## config.mk

```make
export PLATFORM = sky130hd
export DESIGN_NAME = dscidt_decode
export DESIGN_NICKNAME = d
export VERILOG_FILES = /design/src/design/dscidt_decode.v
export VERILOG_INCLUDE_DIRS = /design/src /design/src/design
export SDC_FILE = /design/constraint.sdc
export NUM_CORES = 1
export LEC_CHECK = 0
export ABC_AREA = 1
export ABC_CLOCK_PERIOD_IN_PS = 2250
export BUFFER_PORTS_ARGS = -buffer_cell sky130_fd_sc_hd__buf_4
export CAP_MARGIN = 20
export CORE_ASPECT_RATIO = 1.5
export CORE_UTILIZATION = 31
export CTS_CLUSTER_SIZE = 30
export DETAILED_ROUTE_END_ITERATION = 8
export PLACE_DENSITY = 0.55
export SLEW_MARGIN = 20
export SYNTH_ARGS = -nofsm -noshare
export SYNTH_HDL_FRONTEND = slang
export SYNTH_SLANG_ARGS = --single-unit
```

## constraint.sdc

```tcl
create_clock -name mclk -period 2.25 [get_ports mclk]
set_clock_uncertainty 0.2 [all_clocks]
set_input_delay 0.1125 -clock mclk [delete_from_list [all_inputs] [get_ports mclk]]
set_output_delay 0.1125 -clock mclk [all_outputs]
set_load 0.05 [all_outputs]
```

## src/design/dscidt_map.vh

```
// constants for the instruction decode and cycle timing block
// assumes 24-bit program words presented one per accepted fetch
`ifndef DSCIDT_MAP_VH
`define DSCIDT_MAP_VH
`define DSCIDT_OPC_MSB 23
`define DSCIDT_OPC_LSB 16
`define DSCIDT_CLS_MSB 23
`define DSCIDT_CLS_LSB 20
`define DSCIDT_BASE_MSB 19
`define DSCIDT_BASE_LSB 16
`define DSCIDT_CLS_NOP 4'h0
`define DSCIDT_CLS_REG3 4'h1
`define DSCIDT_CLS_FILE 4'h2
`define DSCIDT_CLS_BIT 4'h3
`define DSCIDT_CLS_LITAR 4'h4
`define DSCIDT_CLS_MAC 4'h5
`define DSCIDT_CLS_DSPSH 4'h6
`define DSCIDT_CLS_BRANCH_OP 4'h7
`define DSCIDT_CLS_BRCOND 4'h8
`define DSCIDT_CLS_CALLIND 4'h9
`define DSCIDT_CLS_TABLE 4'hA
`define DSCIDT_CLS_RETURN 4'hB
`define DSCIDT_CLS_SKIP 4'hC
`define DSCIDT_CLS_MOVD 4'hD
`define DSCIDT_CLS_TWOWORD 4'hE
`define DSCIDT_SRC_LSB 0
`define DSCIDT_SMODE_LSB 4
`define DSCIDT_DST_LSB 7
`define DSCIDT_DMODE_LSB 11
`define DSCIDT_SIZE_LSB 14
`define DSCIDT_FWREG_BIT 13
`define DSCIDT_BITSEL_LSB 8
`define DSCIDT_BITIND_BIT 12
`define DSCIDT_LDST_LSB 10
`define DSCIDT_LSEP_BIT 14
`define DSCIDT_LBYTE_BIT 15
`define DSCIDT_ACC_BIT 15
`define DSCIDT_MPAIR_LSB 12
`define DSCIDT_XPF_LSB 8
`define DSCIDT_YPF_LSB 4
`define DSCIDT_WBK_LSB 2
`define DSCIDT_SHREG_BIT 14
`define DSCIDT_RETI_BIT 1
`define DSCIDT_SIZE_WORD 2'h0
`define DSCIDT_SIZE_BYTE 2'h1
`define DSCIDT_SIZE_DBL 2'h2
`define DSCIDT_WBK_NONE 2'h0
`define DSCIDT_WBK_W13 2'h1
`define DSCIDT_WBK_W13PI 2'h2
`define DSCIDT_BYTE_LIT_MAX 10'h0FF
`define DSCIDT_CYC_ONE 2'h1
`define DSCIDT_CYC_TWO 2'h2
`define DSCIDT_CYC_THREE 2'h3
`define DSCIDT_RST_FLAGS 4'h0
`define DSCIDT_RST_ZERO 1'b1
`endif

```

## src/design/dscidt_decode.v

```verilog
// instruction decode and cycle timing for the 16-bit signal controller
// assumes program memory holds a word on instr_word while instr_valid
`timescale 1ns/100ps
`include "dscidt_map.vh"

// Overview of operation
// RL1: one 24-bit program word per instruction
// RL2: 8-bit opcode, remaining bits are operands
// RL3: two-word instructions, both words combined into 48 bits
// RL4: second word carries zero upper 8 bits
// RL5: lone second word executes as no-op
// RL6: one cycle, two when condition/PC changes
// RL7: branches, calls, tables, returns take 2-3
// RL8: taken skip: 2 cycles, 3 over two-word
// RL9: double moves and two-word instructions: 2 cycles
// RL10: base, source and destination registers decoded
// RL11: file address and file-or-register-zero destination
// RL12: bit from literal or base register
// RL13: literal result to base unless separate destination
// RL14: accumulator, multiplier pair, prefetches, write-back
// RL15: shift amount from register or literal
// RL16: write-back only W13 or [W13]+=2
// RL17: 4-bit bit selection, positions 0-15
// RL18: 10-bit literal limited to 255 bytewise
// RL19: 23-bit program address lsb always zero
// RL20: carry, digit carry, negative, overflow, sticky zero
// RL21: accumulator overflow and saturate flags A, B
// RL22: byte, word, double, shadow; word default
module dscidt_decode #(
    parameter IW = 24
) (
    input wire mclk,
    input wire rst,
    input wire ce,
    input wire [IW-1:0] instr_word,
    input wire instr_valid,
    input wire cond_true,
    input wire next_two_word,
    input wire [3:0] mcu_flag_we,
    input wire [3:0] mcu_flag_val,
    input wire zero_we,
    input wire result_zero,
    input wire [3:0] dsp_flag_we,
    input wire [3:0] dsp_flag_val,
    output reg fetch_rdy_q,
    output reg dec_valid_q,
    output reg nop_q,
    output reg [7:0] opcode_q,
    output reg [3:0] instr_class_q,
    output reg [47:0] long_instr_q,
    output reg [1:0] cycles_q,
    output reg pc_change_q,
    output reg [3:0] base_work_reg_q,
    output reg [3:0] source_work_reg_q,
    output reg [2:0] src_mode_q,
    output reg [3:0] dest_work_reg_q,
    output reg [2:0] dest_mode_q,
    output reg [12:0] file_addr_q,
    output reg dest_default_accum_reg_zero_q,
    output reg [3:0] bit_select_field_q,
    output reg bit_indirect_q,
    output reg [9:0] unsigned_literal_ten_q,
    output reg lit_range_err_q,
    output reg [22:0] unsigned_literal_twentythree_q,
    output reg addr_lsb_err_q,
    output reg word2_err_q,
    output reg acc_sel_q,
    output reg [2:0] mul_pair_q,
    output reg [3:0] xpf_q,
    output reg [3:0] ypf_q,
    output reg [1:0] acc_writeback_dest_q,
    output reg shift_from_reg_q,
    output reg [5:0] shift_amount_q,
    output reg [1:0] size_q,
    output reg shadow_q,
    output reg [3:0] mcu_flags_q,
    output reg zero_flag_q,
    output reg [3:0] dsp_flags_q
);

localparam S_FETCH = 2'h0;
localparam S_WORD2 = 2'h1;
localparam S_STALL = 2'h2;

reg [1:0] state_q;
reg [1:0] stall_q;
reg [23:0] word1_q;
wire [23:0] w = instr_word[23:0];
wire [3:0] cls = w[`DSCIDT_CLS_MSB:`DSCIDT_CLS_LSB];
wire take = ce && instr_valid && fetch_rdy_q;

reg [1:0] cyc_d;
reg pcc_d;
reg [1:0] size_d;
reg [1:0] wbk_d;
reg [3:0] dst_d;
reg [2:0] dmode_d;

// cycle cost of a single-word instruction
always @* begin
    cyc_d = `DSCIDT_CYC_ONE; // RL6
    pcc_d = 1'b0;
    case (cls)
        `DSCIDT_CLS_BRANCH_OP, `DSCIDT_CLS_CALLIND: begin
            cyc_d = `DSCIDT_CYC_TWO; // RL7
            pcc_d = 1'b1;
        end
        `DSCIDT_CLS_TABLE: begin
            cyc_d = `DSCIDT_CYC_TWO; // RL7
        end
        `DSCIDT_CLS_RETURN: begin
            // interrupt return also restores context, one more cycle
            cyc_d = w[`DSCIDT_RETI_BIT] ? `DSCIDT_CYC_THREE :
                `DSCIDT_CYC_TWO; // RL7
            pcc_d = 1'b1;
        end
        `DSCIDT_CLS_BRCOND: begin
            cyc_d = cond_true ? `DSCIDT_CYC_TWO : `DSCIDT_CYC_ONE; // RL6
            pcc_d = cond_true;
        end
        `DSCIDT_CLS_SKIP: begin
            if (cond_true) begin
                cyc_d = next_two_word ? `DSCIDT_CYC_THREE :
                    `DSCIDT_CYC_TWO; // RL8
                pcc_d = 1'b1;
            end
        end
        `DSCIDT_CLS_MOVD: begin
            cyc_d = `DSCIDT_CYC_TWO; // RL9
        end
        default: begin
            cyc_d = `DSCIDT_CYC_ONE;
        end
    endcase
end

// operand size and write-back decode
always @* begin
    case (w[`DSCIDT_SIZE_LSB+1:`DSCIDT_SIZE_LSB])
        `DSCIDT_SIZE_BYTE: size_d = `DSCIDT_SIZE_BYTE; // RL22
        `DSCIDT_SIZE_DBL: size_d = `DSCIDT_SIZE_DBL; // RL22
        default: size_d = `DSCIDT_SIZE_WORD; // RL22
    endcase
    case (w[`DSCIDT_WBK_LSB+1:`DSCIDT_WBK_LSB])
        `DSCIDT_WBK_W13: wbk_d = `DSCIDT_WBK_W13; // RL16
        `DSCIDT_WBK_W13PI: wbk_d = `DSCIDT_WBK_W13PI; // RL16
        default: wbk_d = `DSCIDT_WBK_NONE; // RL16
    endcase
    // literal forms write back to the base unless told otherwise
    if (cls == `DSCIDT_CLS_LITAR && !w[`DSCIDT_LSEP_BIT]) begin
        dst_d = w[`DSCIDT_BASE_MSB:`DSCIDT_BASE_LSB]; // RL13
        dmode_d = 3'h0;
    end else if (cls == `DSCIDT_CLS_LITAR) begin
        dst_d = w[`DSCIDT_LDST_LSB+3:`DSCIDT_LDST_LSB]; // RL13
        dmode_d = 3'h0;
    end else begin
        dst_d = w[`DSCIDT_DST_LSB+3:`DSCIDT_DST_LSB]; // RL10
        dmode_d = w[`DSCIDT_DMODE_LSB+2:`DSCIDT_DMODE_LSB]; // RL10
    end
end

// fetch sequencer and registered operand fields
always @(posedge mclk) begin
    if (rst) begin
        state_q <= S_FETCH;
        stall_q <= 2'h0;
        word1_q <= 24'h000000;
        fetch_rdy_q <= 1'b1;
        dec_valid_q <= 1'b0;
        nop_q <= 1'b0;
        opcode_q <= 8'h00;
        instr_class_q <= 4'h0;
        long_instr_q <= 48'h000000000000;
        cycles_q <= 2'h0;
        pc_change_q <= 1'b0;
        base_work_reg_q <= 4'h0;
        source_work_reg_q <= 4'h0;
        src_mode_q <= 3'h0;
        dest_work_reg_q <= 4'h0;
        dest_mode_q <= 3'h0;
        file_addr_q <= 13'h0000;
        dest_default_accum_reg_zero_q <= 1'b0;
        bit_select_field_q <= 4'h0;
        bit_indirect_q <= 1'b0;
        unsigned_literal_ten_q <= 10'h000;
        lit_range_err_q <= 1'b0;
        unsigned_literal_twentythree_q <= 23'h000000;
        addr_lsb_err_q <= 1'b0;
        word2_err_q <= 1'b0;
        acc_sel_q <= 1'b0;
        mul_pair_q <= 3'h0;
        xpf_q <= 4'h0;
        ypf_q <= 4'h0;
        acc_writeback_dest_q <= `DSCIDT_WBK_NONE;
        shift_from_reg_q <= 1'b0;
        shift_amount_q <= 6'h00;
        size_q <= `DSCIDT_SIZE_WORD;
        shadow_q <= 1'b0;
    end else if (ce) begin
        dec_valid_q <= 1'b0;
        case (state_q)
            S_FETCH: begin
                if (take && cls == `DSCIDT_CLS_TWOWORD) begin
                    word1_q <= w; // RL3
                    state_q <= S_WORD2;
                end else if (take) begin
                    dec_valid_q <= 1'b1; // RL1
                    opcode_q <= w[`DSCIDT_OPC_MSB:`DSCIDT_OPC_LSB]; // RL2
                    instr_class_q <= cls; // RL5
                    long_instr_q <= {24'h000000, w};
                    cycles_q <= cyc_d;
                    pc_change_q <= pcc_d;
                    base_work_reg_q <=
                        w[`DSCIDT_BASE_MSB:`DSCIDT_BASE_LSB]; // RL10
                    source_work_reg_q <=
                        w[`DSCIDT_SRC_LSB+3:`DSCIDT_SRC_LSB]; // RL10
                    src_mode_q <=
                        w[`DSCIDT_SMODE_LSB+2:`DSCIDT_SMODE_LSB];
                    dest_work_reg_q <= dst_d;
                    dest_mode_q <= dmode_d;
                    file_addr_q <= w[12:0]; // RL11
                    dest_default_accum_reg_zero_q <=
                        w[`DSCIDT_FWREG_BIT]; // RL11
                    bit_select_field_q <=
                        w[`DSCIDT_BITSEL_LSB+3:`DSCIDT_BITSEL_LSB]; // RL17
                    bit_indirect_q <= w[`DSCIDT_BITIND_BIT]; // RL12
                    unsigned_literal_ten_q <= w[9:0];
                    lit_range_err_q <= cls == `DSCIDT_CLS_LITAR &&
                        w[`DSCIDT_LBYTE_BIT] &&
                        w[9:0] > `DSCIDT_BYTE_LIT_MAX; // RL18
                    acc_sel_q <= w[`DSCIDT_ACC_BIT]; // RL14
                    mul_pair_q <=
                        w[`DSCIDT_MPAIR_LSB+2:`DSCIDT_MPAIR_LSB]; // RL14
                    xpf_q <= w[`DSCIDT_XPF_LSB+3:`DSCIDT_XPF_LSB]; // RL14
                    ypf_q <= w[`DSCIDT_YPF_LSB+3:`DSCIDT_YPF_LSB]; // RL14
                    acc_writeback_dest_q <= wbk_d; // RL16
                    shift_from_reg_q <= w[`DSCIDT_SHREG_BIT]; // RL15
                    shift_amount_q <= w[5:0]; // RL15
                    // literal forms carry a byte flag, not a size field
                    size_q <= cls == `DSCIDT_CLS_LITAR ?
                        (w[`DSCIDT_LBYTE_BIT] ? `DSCIDT_SIZE_BYTE :
                        `DSCIDT_SIZE_WORD) : size_d; // RL22
                    shadow_q <= cls == `DSCIDT_CLS_RETURN && w[0]; // RL22
                    if (cyc_d != `DSCIDT_CYC_ONE) begin
                        // extra cycles are no-ops, fetch held off
                        stall_q <= cyc_d - 2'h1; // RL6
                        fetch_rdy_q <= 1'b0;
                        nop_q <= 1'b1;
                        state_q <= S_STALL;
                    end
                end
            end
            S_WORD2: begin
                if (take) begin
                    // word fetch itself is the second cycle
                    dec_valid_q <= 1'b1;
                    opcode_q <=
                        word1_q[`DSCIDT_OPC_MSB:`DSCIDT_OPC_LSB];
                    instr_class_q <= `DSCIDT_CLS_TWOWORD;
                    base_work_reg_q <=
                        word1_q[`DSCIDT_BASE_MSB:`DSCIDT_BASE_LSB]; // RL10
                    long_instr_q <= {word1_q, w}; // RL3
                    cycles_q <= `DSCIDT_CYC_TWO; // RL9
                    pc_change_q <= 1'b1;
                    word2_err_q <= w[23:16] != 8'h00; // RL4
                    unsigned_literal_twentythree_q <=
                        {word1_q[6:0], w[15:1], 1'b0}; // RL19
                    addr_lsb_err_q <= w[0]; // RL19
                    state_q <= S_FETCH;
                end
            end
            S_STALL: begin
                if (stall_q == 2'h1) begin
                    fetch_rdy_q <= 1'b1;
                    nop_q <= 1'b0;
                    state_q <= S_FETCH;
                end
                stall_q <= stall_q - 2'h1;
            end
            default: begin
                state_q <= S_FETCH;
                fetch_rdy_q <= 1'b1;
                nop_q <= 1'b0;
            end
        endcase
    end
end

// status flags, one slice per bit
// sticky zero starts set and only clears: a chain reads zero only if
// every step of it gave zero
genvar gi;
generate
    for (gi = 0; gi < 4; gi = gi + 1) begin : g_flag
        always @(posedge mclk) begin
            if (rst) begin
                mcu_flags_q[gi] <= 1'b0;
                dsp_flags_q[gi] <= 1'b0;
            end else if (ce) begin
                if (mcu_flag_we[gi])
                    mcu_flags_q[gi] <= mcu_flag_val[gi]; // RL20
                if (dsp_flag_we[gi])
                    dsp_flags_q[gi] <= dsp_flag_val[gi]; // RL21
            end
        end
    end
endgenerate

always @(posedge mclk) begin
    if (rst)
        zero_flag_q <= `DSCIDT_RST_ZERO;
    else if (ce && zero_we && !result_zero)
        zero_flag_q <= 1'b0; // RL20
end

endmodule

```

# Yosys cells after proc, flatten, opt, wreduce, memory -nomap -nowiden
# Cells that the tools add are included.
[totals]
register_bits = 195
inputBits = 48
out_inout_bits = 172
wordCells = 165
[classes]
n_addsub = 2
n_lt_le_gt_ge = 1
eq_ne = 24
n_mux = 62
bitwise_logic = 2
n_reduce_logical = 32
[op_table]
columns = ["op", "n"]
rows = [
  ["$mux 48", 3],
  ["$pmux 48 s2", 1],
  ["$mux 4", 8],
  ["$eq 4x4->1 const B", 7],
  ["$mux 2", 14],
  ["$mux 8", 3],
  ["$mux 1", 17],
  ["$pmux 2 s2", 4],
  ["$pmux 4 s2", 2],
  ["$pmux 8 s2", 1],
  ["$reduce_and 2->1", 8],
  ["$reduce_and 5->1", 3],
  ["$gt 10x8->1 const B", 1],
  ["$ne 2x2->1 const B", 5],
  ["$logic_and 1x1->1", 9],
  ["$pmux 1 s3", 3],
  ["$eq 2x1->1 const B", 4],
  ["$eq 4x3->1 const B", 2],
  ["$pmux 2 s4", 1],
  ["$reduce_bool 8->1", 1],
  ["$eq 2x2->1 const B", 3],
  ["$mux 3", 2],
  ["$ne 3x3->1 const B", 2],
  ["$pmux 2 s3", 1],
  ["other kinds (12)", 18],
]

# Logic depth before layout (Yosys ltp)
# Gate-level depths: netlist of the first run.
[logic_depth]
word_depth = 8
depth_mapped = 16
ltp_nobuf = 15

# Worst setup path after synthesis of the first run
# Ideal clock, no wire load.
[synth_path]
path_type = "flip-flop to flip-flop"
startpoint = "reg fetch_rdy_q"
endpoint = "reg long_instr_q[14]"
t_arrival_ps = 1666
required_ps = 1934
slack_ps = 268
stages_incl_launch_ff = 10
n_path_buf = 2
path_cell_list = "dfxtp_1 > nand3_4 > nor2_4 > nand2_4 > nand2_4 > inv_2 > buf_6 > buf_4 > nor2_1 > nor2_1"
[synth_via]
elab_chain_len = 4
word_cells_on_any_way = 6
cone_classes = "eq/ne: 3; reduce/logical: 3"
[synth_lines]
columns = ["item", "line", "text"]
rows = [
  ["from (decl)", "dscidt_decode.v:45", "output reg fetch_rdy_q,"],
  ["from (signal assigned)", "dscidt_decode.v:168", "fetch_rdy_q <= 1'b1;"],
  ["from (signal assigned)", "dscidt_decode.v:247", "fetch_rdy_q <= 1'b0;"],
  ["from (signal assigned)", "dscidt_decode.v:274", "fetch_rdy_q <= 1'b1;"],
  ["$logic_and 1x1->1 (*)", "dscidt_decode.v:90", "wire take = ce && instr_valid && fetch_rdy_q;"],
  ["$logic_and 1x1->1 (no line)", "-", ""],
  ["$ne 2x2->1 (no line)", "-", ""],
  ["$reduce_and 5->1 (no line) (*)", "-", ""],
  ["to (signal assigned)", "dscidt_decode.v:210", "long_instr_q <= {24'h000000, w};"],
  ["to (signal assigned)", "dscidt_decode.v:262", "long_instr_q <= {word1_q, w};"],
  ["to (decl)", "dscidt_decode.v:50", "output reg [47:0] long_instr_q,"],
]
# Every way passes the cells marked *; elsewhere a longest branch is shown, timed or not.
# A chain may end at the register's enable or synchronous reset.

# Worst setup path in the final report of the first run
[layout_path]
startpoint = "in instr_word[23]"
endpoint = "reg fetch_rdy_q"
[layout_via]
elab_chain_len = 6
word_cells_on_any_way = 15
cone_classes = "eq/ne: 11; mux: 1; reduce/logical: 3"
[layout_lines]
columns = ["item", "line", "text"]
rows = [
  ["from (decl)", "dscidt_decode.v:35", "input wire [IW-1:0] instr_word,"],
  ["$eq 4x4->1 or $eq 4x3->1 (tied branches)", "dscidt_decode.v:103", "case (cls)"],
  ["$reduce_or 4->1 (no line)", "-", ""],
  ["$pmux 2 s4", "dscidt_decode.v:103", ""],
  ["$ne 2x1->1 (no line)", "-", ""],
  ["$ne 2x2->1 (no line)", "-", ""],
  ["$reduce_and 6->1 (no line) (*)", "-", ""],
]
# Marked as above.

==> impl_results.md, run 1 <==
- Outcome: completed
- CORE AREA: about 20000 sq um
- Reg2reg start: state_q[1]
- TritonCTS clock tree: yes
- Number of port buffers: 218
- Initial core utilization: 0.3189
- Cell Count, Final, Fillers Out: 1290
- VDD IR-drop max: 0.0005809 V
- Number of synthesized register bits: 156
- Hold path depth: 4
- Prevailing post-synth register cell: dfxtp_1
- Post-synth EDFFs: 0
- RePlAce Congestion: 0.8585
- Final Core Density: 0.4521
- Power Dens Cells: 832.4 nW/um^2
- Arr. time, crit path: 2140 ps
- Asr flop ratio synth: 0
- DRC: 0
- Mean post-synth cell area: roughly 8 sq um
- First-pass GRT wire length: 30650 um
- Remaining antenna violation count: 0
- Gate Count Post-Synth: 811
- Critical path startpoint category: input pin
- Die width: 119.0 um
- Worst-Margin Slew: just under 600 ps
- Initial drt markers: 243
- Total negative slack: 0 ps
- Die area: 21100 sq um
- Worst R2R End: cycles_q[0]
- Critical Path RT: between 2000 and 2500 ps
- HP Class: input pin to register
- DR pass1 iterations: 4
- Grt total ovfl: 0
- Fmax: 483.2 MHz
- Cells after DPL: 1204
- Clock transition at path regs: roughly 70 ps
- Post-synth top area share: 0.4910
- Worst R2R Path Depth: 9
- Clk_lat worst skew: 410 ps
- Chip height: 177.4 um
- Total power: 7.505 mW
- CTS Sinks: 156
- Hold Fails Final Rpt: 0
- WL per Instance: about 16 um
- Mapped Area: 6360 sq um
- Ranking of synthesized cells by area: dfxtp_1 (49%), a21oi_1 (7.9%), nand2_1 (7.4%)
- Ratio of cells with drive above 1 in the final layout: 0.2806
- Lkg Pwr: 3.949 nW
- Initial antenna violation count: 0
- Crit end category: register
- Max_cap viols: 0
- Hold endpoint: dec_valid_q
- Shortest period the worst path allows: between 2000 and 2500 ps
- Crit share post-route: 0.9198
- Largest area contributor in the netlist: dfxtp_1
- Top-count cell post-synth: dfxtp_1
- Post-synth top cells: dfxtp_1 (156), nand2_1 (125), nor2_1 (106)
- Register area share after synthesis: 0.4910
- RSZ-0062 raised after global routing: no
- FILL cells: 1996
- Io pins: 220
- Nets: 1067
- All-Layer GR Usage: 0.1871
- Kind of critical path: input pin to register
- FP Rows: 63
- P&R area growth vs syn: 41.77%
- Vias per cell: 4.638
- Crit-path max FO: 8
- Vias in the first global route: about 5600
- Hpwl dp: 14170 um
- Worst reg-to-reg setup slack: 340 ps
- Syn_nets: 861
- Clock root cell: clkbuf_16
- Final Slew Violations: 0
- Largest net degree at the start of global routing: 72
- Final WL: between 20000 and 25000 um
- Max-Slew Margin vs Limit: 0.6158
- Inserted Clock Buffers: 17
- Diode count: 0
- CTS max path bufs: 2
- Hold_sp: ce
- Setup Viol. Count Final: 0
- Yosys Warn Count: 0
- Post-synth cell types: 33
- Via count: 5983
- CTS H-tree lvls: 4
==> metrics by stage <==
stage / hold WS [ps] / area, sq um / setup WS [ps]
2_1_floorplan: 47.36 / 6360 / 268.2
3_3_place_gp: 145.8 / 7811 / 318.4
3_5_place_dp: 144.7 / 7811 / 293.3
4_1_cts: 30.05 / 8987 / 150.9
5_1_grt: 49.57 / 9016 / 1.331
6_report: 34.64 / 9016 / 180.3
==> where the power goes <==
group | switching, mW | leakage [nW] | internal [mW]
logic | 0.955 | 2.38 | 0.440
registers | 0.0780 | 1.27 | 2.86
clock network | 1.24 | 0.307 | 1.92
total | 2.28 | 3.95 | 5.23
==> worst max-delay path, cell delays in order <==
cell and delay, ps:
dlygate4sd3_1 530, buf_4 160, inv_1 80, nor3_1 220
a21oi_1 140, and2_1 160, ha_1 200, nand2_2 90
nand2_1 60, nor2_1 90, nand3_1 130, nand2_1 90
o211ai_1 80
==> registers in the layout, summed over array words and instances, names as in the netlist, 3 cells and up <==
| name | cells |
|---|---|
| file_addr_q | 7 |
| dest_mode_q | 3 |
| instr_class_q | 4 |
| unsigned_literal_twentythree_q | 22 |
| mul_pair_q | 3 |
| dsp_flags_q | 4 |
| long_instr_q | 48 |
| word1_q | 24 |
| mcu_flags_q | 4 |
| source_work_reg_q | 3 |
| dest_work_reg_q | 4 |
| opcode_q | 8 |
==> how the worst max path moves through the flow <==
stage	from	to	slack, ps	depth (start not counted)
after CTS	rst	dsp_flags_q[2]	150	5
after global placement	instr_word[20]	stall_q[1]	320	11
final	instr_word[23]	fetch_rdy_q	180	13
after detailed placement	instr_word[22]	stall_q[1]	290	14
after floorplan	fetch_rdy_q	long_instr_q[14]	270	9
after global routing	instr_word[21]	fetch_rdy_q	1	16
==> final cells by class <==
| cell class | count | area, sq um | share of cell area |
|---|---|---|---|
| flip-flops and latches | 156 | 3123 | 0.3464 |
| multi-input cells | 508 | 2434 | 0.2699 |
| repair buffers | 286 | 2308 | 0.2560 |
| clock buffers | 19 | 442.9 | 0.04913 |
| well taps | 260 | 325.3 | 0.03608 |
| clock inverters | 13 | 202.7 | 0.02248 |
| inverters | 48 | 180.2 | 0.01998 |
==> per-layer routing <==
layer / track usage / part of all wire
met2: 0.3385 / 0.52
met5: 0 / 0
met3: 0.03856 / 0.048
met4: 0.06804 / 0.021
met1: 0.2159 / 0.41
==> what timing repair did <==
| item | in CTS | in global routing |
|---|---|---|
| buffers inserted | 0 | 1 |
| endpoints found under the hold margin | 113 | 0 |
| endpoints found under the setup margin | 0 | 6 |
| hold buffers | 53 | 0 |
| resized for setup | 0 | 8 |
==> layout by cell type, fill, tap and decap left out, types with 2 or more instances in the layout <==
cell type,instances
nand2_2,4
o21ai_0,83
nor3_1,5
nand3_1,36
dfxtp_1,156
a22oi_1,10
nor2_1,103
nor4_1,2
ha_1,2
a211oi_1,15
buf_4,230
nor2_2,3
o21ai_1,2
nand2_1,123
a21oi_1,101
inv_6,3
nand4_1,3
buf_12,2
nand2_4,2
inv_8,3
inv_1,40
bufinv_16,4
dlygate4sd3_1,53
clkbuf_16,17
clkinvlp_4,3
inv_2,8
nor2_4,4
==> kinds of logic after synthesis <==
group / after synthesis / synth area share
and+or+nand+nor: 290 / 0.1936
AOI/OAI and AO/OA: 214 / 0.1794
DFF: 156 / 0.4910
buffers and inverters: 147 / 0.1298
adders and majority gates: 2 / 0.003934
muxes: 1 / 0.001574
other: 1 / 0.0005896
(Power assumes the default switching activity.)
==> run 2: changes to the inputs <==
- CELL_PAD_IN_SITES_DETAIL_PLACEMENT: unset -> 1
- CELL_PAD_IN_SITES_GLOBAL_PLACEMENT: unset -> 1
- PLACE_DENSITY: 0.55 -> 0.72
==> run 2 against run 1 <==
  * First-iteration DRC count decreased by 21%
  * Maximum frequency decreased by 2.4%
  * Combinational power about the same
  * Setup slack got worse by 51 ps
  * Critical path depth decreased by 8
  * Clock power decreased by 5%
  * Final area unchanged
  * Register-to-register slack got worse by 130 ps
  * Largest cell class unchanged
==> impl_results.md, run 2 (synthesis results as in run 1) <==
- Outcome: completed
- Crit end category: register
- Die width: between 100 and 150 um
- TritonCTS clock tree: yes
- Chip height: 177.4 um
- Hpwl dp: roughly 15000 um
- CTS H-tree lvls: 4
- Number of port buffers: 218
- Diode count: 0
- Power Dens Cells: slightly above 800 nW/um^2
- WL per Instance: 16.82 um
- CP max-delay cell: buf_4
- Clk_lat worst skew: 420 ps
- DR pass1 iterations: 4
- Largest net degree at the start of global routing: 86
- Critical path startpoint category: input pin
- Inserted Clock Buffers: 17
- CORE AREA: between 15000 and 20000 sq um
- CTS Sinks: 156
- WP buf/inv: 4
- RePlAce Congestion: roughly 0.82
- Setup WS post-layout: around 130 ps
- Die area: 21100 sq um
- Vias per cell: 4.771
- Commonest non-fill, non-tap cell in the layout: buf_4
- VDD IR-drop max: 0.0004665 V
- CTS max path bufs: 2
- FILL cells: 2419
- Lkg Pwr: 3.953 nW
- All-Layer GR Usage: 0.2044
- Biggest regs: long_instr_q x48, word1_q x24, unsigned_literal_twentythree_q x22
- Slowest stage delay, CP: 750 ps
- Arr. time, crit path: 2230 ps
- Crit share post-route: 0.9424
- Fmax: 471.6 MHz
- Setup Viol. Count Final: 0
- Max_cap viols: 0
- Initial drt markers: 192
- Crit-path max FO: 85
- Cells after DPL: roughly 1200
- Kind of critical path: input pin to register
- Total negative slack: 0 ps
- Commonest cells after routing, fill and taps aside: buf_4 (228), dfxtp_1 (156), nand2_1 (124)
- Nets: about 1100
- Final WL: around 22000 um
- Vias in the first global route: 6155
- Reg with most FFs: long_instr_q
- Worst slack, placed: approximately 240 ps
- Worst hold slack: around 17 ps
- Grt total ovfl: 0
- HP Class: input pin to register
- Clock transition at path regs: ~60 ps
- Final Core Density: 0.4521
- Cell family with most CP delay: buffers and inverters
- Initial core utilization: 0.3189
- Reg2reg start: fetch_rdy_q
- FF/Latch Area: 3123 sq um
- Shortest period the worst path allows: around 2100 ps
- Clock root cell: clkbuf_16
- Remaining antenna violation count: 0
- Io pins: 220
- Max reg flops: 48
- Critical Path RT: between 2000 and 2500 ps
- FP Rows: 63
- Ratio of cells with drive above 1 in the final layout: 0.2791
- First-pass GRT wire length: 33190 um
- Cell Count, Final, Fillers Out: between 1000 and 1500
- CP Launch Point: rst
- Final Slew Violations: 0
- Area of the multi-input gates: 2426 sq um
- Hold Fails Final Rpt: 0
- Hold_sp: ce
- Via count: 6164
- Critical-path cell list: dlygate4sd3_1 -> buf_4 -> buf_4 -> a21oi_1 -> dlygate4sd3_1
- P&R area growth vs syn: 41.77%
- DRC: 0
- Max-Slew Margin vs Limit: 0.3430
- Worst-Margin Slew: between 900 and 1000 ps
- Initial antenna violation count: 0
## run 2: per-stage QoR
stage | cell area, sq um | power [mW]
final | 9016 | 7.366
after global routing | 9016 | 7.634
after CTS | 8995 | 7.427
after detailed placement | 7836 | 4.346
after global placement | 7836 | 4.330
after floorplan | 6360 | 3.974
## run 2: cell type report
cell class / count / area share
Tap cell: 260 / 0.03608
Sequential cell: 156 / 0.3464
Inverter: 48 / 0.01998
Clock inverter: 13 / 0.01721
Timing Repair Buffer: 288 / 0.2610
Clock buffer: 19 / 0.05024
Multi-Input combinational cell: 508 / 0.2691
## run 2: power breakdown
group	internal [mW]	switching (mW)	leakage, nW
sequential	2.86	0.0795	1.27
combinational	0.445	0.971	2.39
clock	1.73	1.28	0.295
## run 2: what timing repair did
| action | 4_1_cts | 5_1_grt |
|---|---|---|
| setup endpoints to repair | 0 | 4 |
| hold endpoints to repair | 113 | 0 |
| setup buffers | 0 | 1 |
| hold buffers | 55 | 0 |
| gates resized for setup | 0 | 6 |
## run 2: worst register-to-register path, cell delays in order, from the launching register on
cell and delay (ps):
dfxtp_1 410, nand3_4 180, nor2_4 190, o21ai_2 170, nor3_1 160, dlygate4sd3_1 570, nor3_1 40
## run 2: path summary, 6_finish.rpt
kind                          end  slack, ps  cells past startpoint
hold / removal        dec_valid_q         20                      4
hold reg to reg       word1_q[20]        250                      2
setup / recovery   dsp_flags_q[0]        130                      5
setup reg to reg  lit_range_err_q        210                      6
## run 2: metal layers
metal | vias to the layer above | GRT usage | wire length, um
met3 | 24 | 0.04049 | 854
met5 | - | 0 | 0
met1 | 2957 | 0.2243 | 8840
met4 | 0 | 0.08492 | 505
li1 | 3039 | - | -
met2 | 144 | 0.3804 | 11530
==> run 3: changes to the inputs <==
- CAP_MARGIN: 20 -> 10
- CORE_MARGIN: unset -> 1.5
==> run 3 against run 2 <==
  * Critical path depth did not move
  * Sequential cell count unchanged
  * Wire length is 0.20% higher
  * Clock power is 6.6% lower
  * Core utilization shrank 0.84 points
  * Sequential share of layout area grew 0.12 points
  * Global-route usage down 0.22 points
  * First-iteration DRC count grew 40%
  * Sequential power about the same
  * Clock-buffer cell count up 1
  * Setup slack worse by 42 ps
  * Non-clock buffer count is 1 higher
  * Critical path type unchanged
  * Largest cell class unchanged
  * Largest power group is now registers
==> impl_results.md, run 3 (synthesis results as in run 1) <==
- DRC: 0
- Initial drt markers: 268
- P&R area growth vs syn: 41.33%
- Slowest stage delay, CP: 730 ps
- Io pins: 220
- CTS H-tree lvls: 4
- Nets: 1070
- Setup Viol. Count Final: 0
- Initial antenna violation count: 0
- Cell family with most CP delay: buffers and inverters
- DR pass1 iterations: 4
- Final Core Density: 0.4437
- Via count: 6159
- Hpwl dp: 15130 um
- Worst-Margin Slew: 972.1 ps
- TritonCTS clock tree: yes
- FILL cells: 2441
- Final WL: between 20000 and 25000 um
- RePlAce Congestion: 0.8076
- CTS max path bufs: 2
- Chip height: about 180 um
- Clk_lat worst skew: 420 ps
- Diode count: 0
- Die width: 120.0 um
- Cell Count, Final, Fillers Out: around 1300
- Arr. time, crit path: around 2300 ps
- Final Slew Violations: 0
- Critical Path RT: 2360 ps
- Max-Slew Margin vs Limit: 0.3520
- Critical path startpoint category: input pin
- All-Layer GR Usage: 0.2022
- Cells after DPL: around 1200
- Number of port buffers: roughly 220
- Outcome: completed
- Max_cap viols: 0
- CTS Sinks: approximately 160
- Shortest period the worst path allows: 2163 ps
- Critical-path cell list: dlygate4sd3_1 -> buf_4 -> buf_4 -> a21oi_1 -> dlygate4sd3_1
- Remaining antenna violation count: 0
- WP buf/inv: 4
- Hold Fails Final Rpt: 0
- Vias in the first global route: 6083
- Die area: 21400 sq um
- Max reg flops: 48
- Ratio of cells with drive above 1 in the final layout: 0.2823
- Grt total ovfl: 0
- Largest net degree at the start of global routing: 86
- WL per Instance: between 15 and 20 um
- Power Dens Cells: 798.6 nW/um^2
- Fmax: 462.3 MHz
- Kind of critical path: input pin to register
- Inserted Clock Buffers: 17
- Commonest cells after routing, fill and taps aside: buf_4 (229), dfxtp_1 (155), nand2_1 (122)
- HP Class: input pin to register
- FP Rows: 64
- Clock transition at path regs: approximately 70 ps
- Commonest non-fill, non-tap cell in the layout: buf_4
- Crit-path max FO: 85
- Reg with most FFs: long_instr_q
- CP max-delay cell: buf_4
- Clock root cell: clkbuf_16
- Lkg Pwr: between 3 and 4 nW
- CORE AREA: 20260 sq um
- Crit end category: register
- Total power: 7.178 mW
- Vias per cell: approximately 4.8
- VDD IR-drop max: 0.0004727 V
- Initial core utilization: 0.3139
- Biggest regs: long_instr_q x48, word1_q x24, unsigned_literal_twentythree_q x22
- Crit share post-route: 0.9613
- First-pass GRT wire length: 33630 um
## run 3: cell count changes in the layout (fill, tap and decap cells not counted), sizes merged
cell | previous run | this run
buf | 233 | 234
clkinvlp | 2 | 1
clkinv | 3 | 5
inv | 54 | 50
clkbuf | 19 | 20
## run 3: area by class of cell
type	count	area, sq um	share of cell area
clock buffer	20	446.7	0.04969
timing repair buffer	289	2344	0.2607
inverter	48	180.2	0.02004
clock inverter	10	117.6	0.01308
sequential	156	3124	0.3476
tap	264	330.3	0.03675
multi-input combinational	508	2446	0.2721
## run 3: metrics by stage
| step | TNS (ps) | instance area [sq um] | setup WS (ps) | hold slack (ps) |
|---|---|---|---|---|
| 2_1_floorplan | 0 | 6360 | 268.2 | 47.36 |
| 3_3_place_gp | 0 | 7816 | 250.1 | 146.7 |
| 3_5_place_dp | 0 | 7816 | 192.3 | 164.0 |
| 4_1_cts | 0 | 8931 | 22.22 | 34.53 |
| 5_1_grt | -3.944 | 8989 | -3.944 | 64.34 |
| 6_report | 0 | 8989 | 87.06 | 51.44 |
## run 3: routing by layer
layer | routed length, um | global-route usage
met5 | 0 | 0
met4 | 536 | 0.07937
met3 | 973 | 0.04252
met2 | 11510 | 0.3669
met1 | 8757 | 0.2299
## run 3: worst reg2reg max path, delay by kind of cell (launching register included)
kind            cells  cell delay, ps
flops               1             360
simple gates        4             510
compound gates      1             130
buf+inv             3             830
## run 3: repair_timing
action,CTS,global route
setup endpoints to repair,0,5
hold buffers,55,0
setup buffers,0,2
endpoints found under the hold margin,112,0
resized for setup,0,15
## run 3: final timing paths
path / cells after the start / slack (ps) / from / to
max: 5 / 90 / rst / dsp_flags_q[0]
min: 4 / 50 / instr_valid / word2_err_q
max reg2reg: 8 / 150 / fetch_rdy_q / size_q[1]
min reg2reg: 2 / 260 / instr_class_q[0] / instr_class_q[0]
## run 3: where the power goes
part           switching [mW]  leakage [nW]  total, mW  internal (mW)
Clock                    1.16         0.276       2.81           1.65
Sequential             0.0769          1.27       2.94           2.87
Combinational           0.975          2.40       1.42          0.446
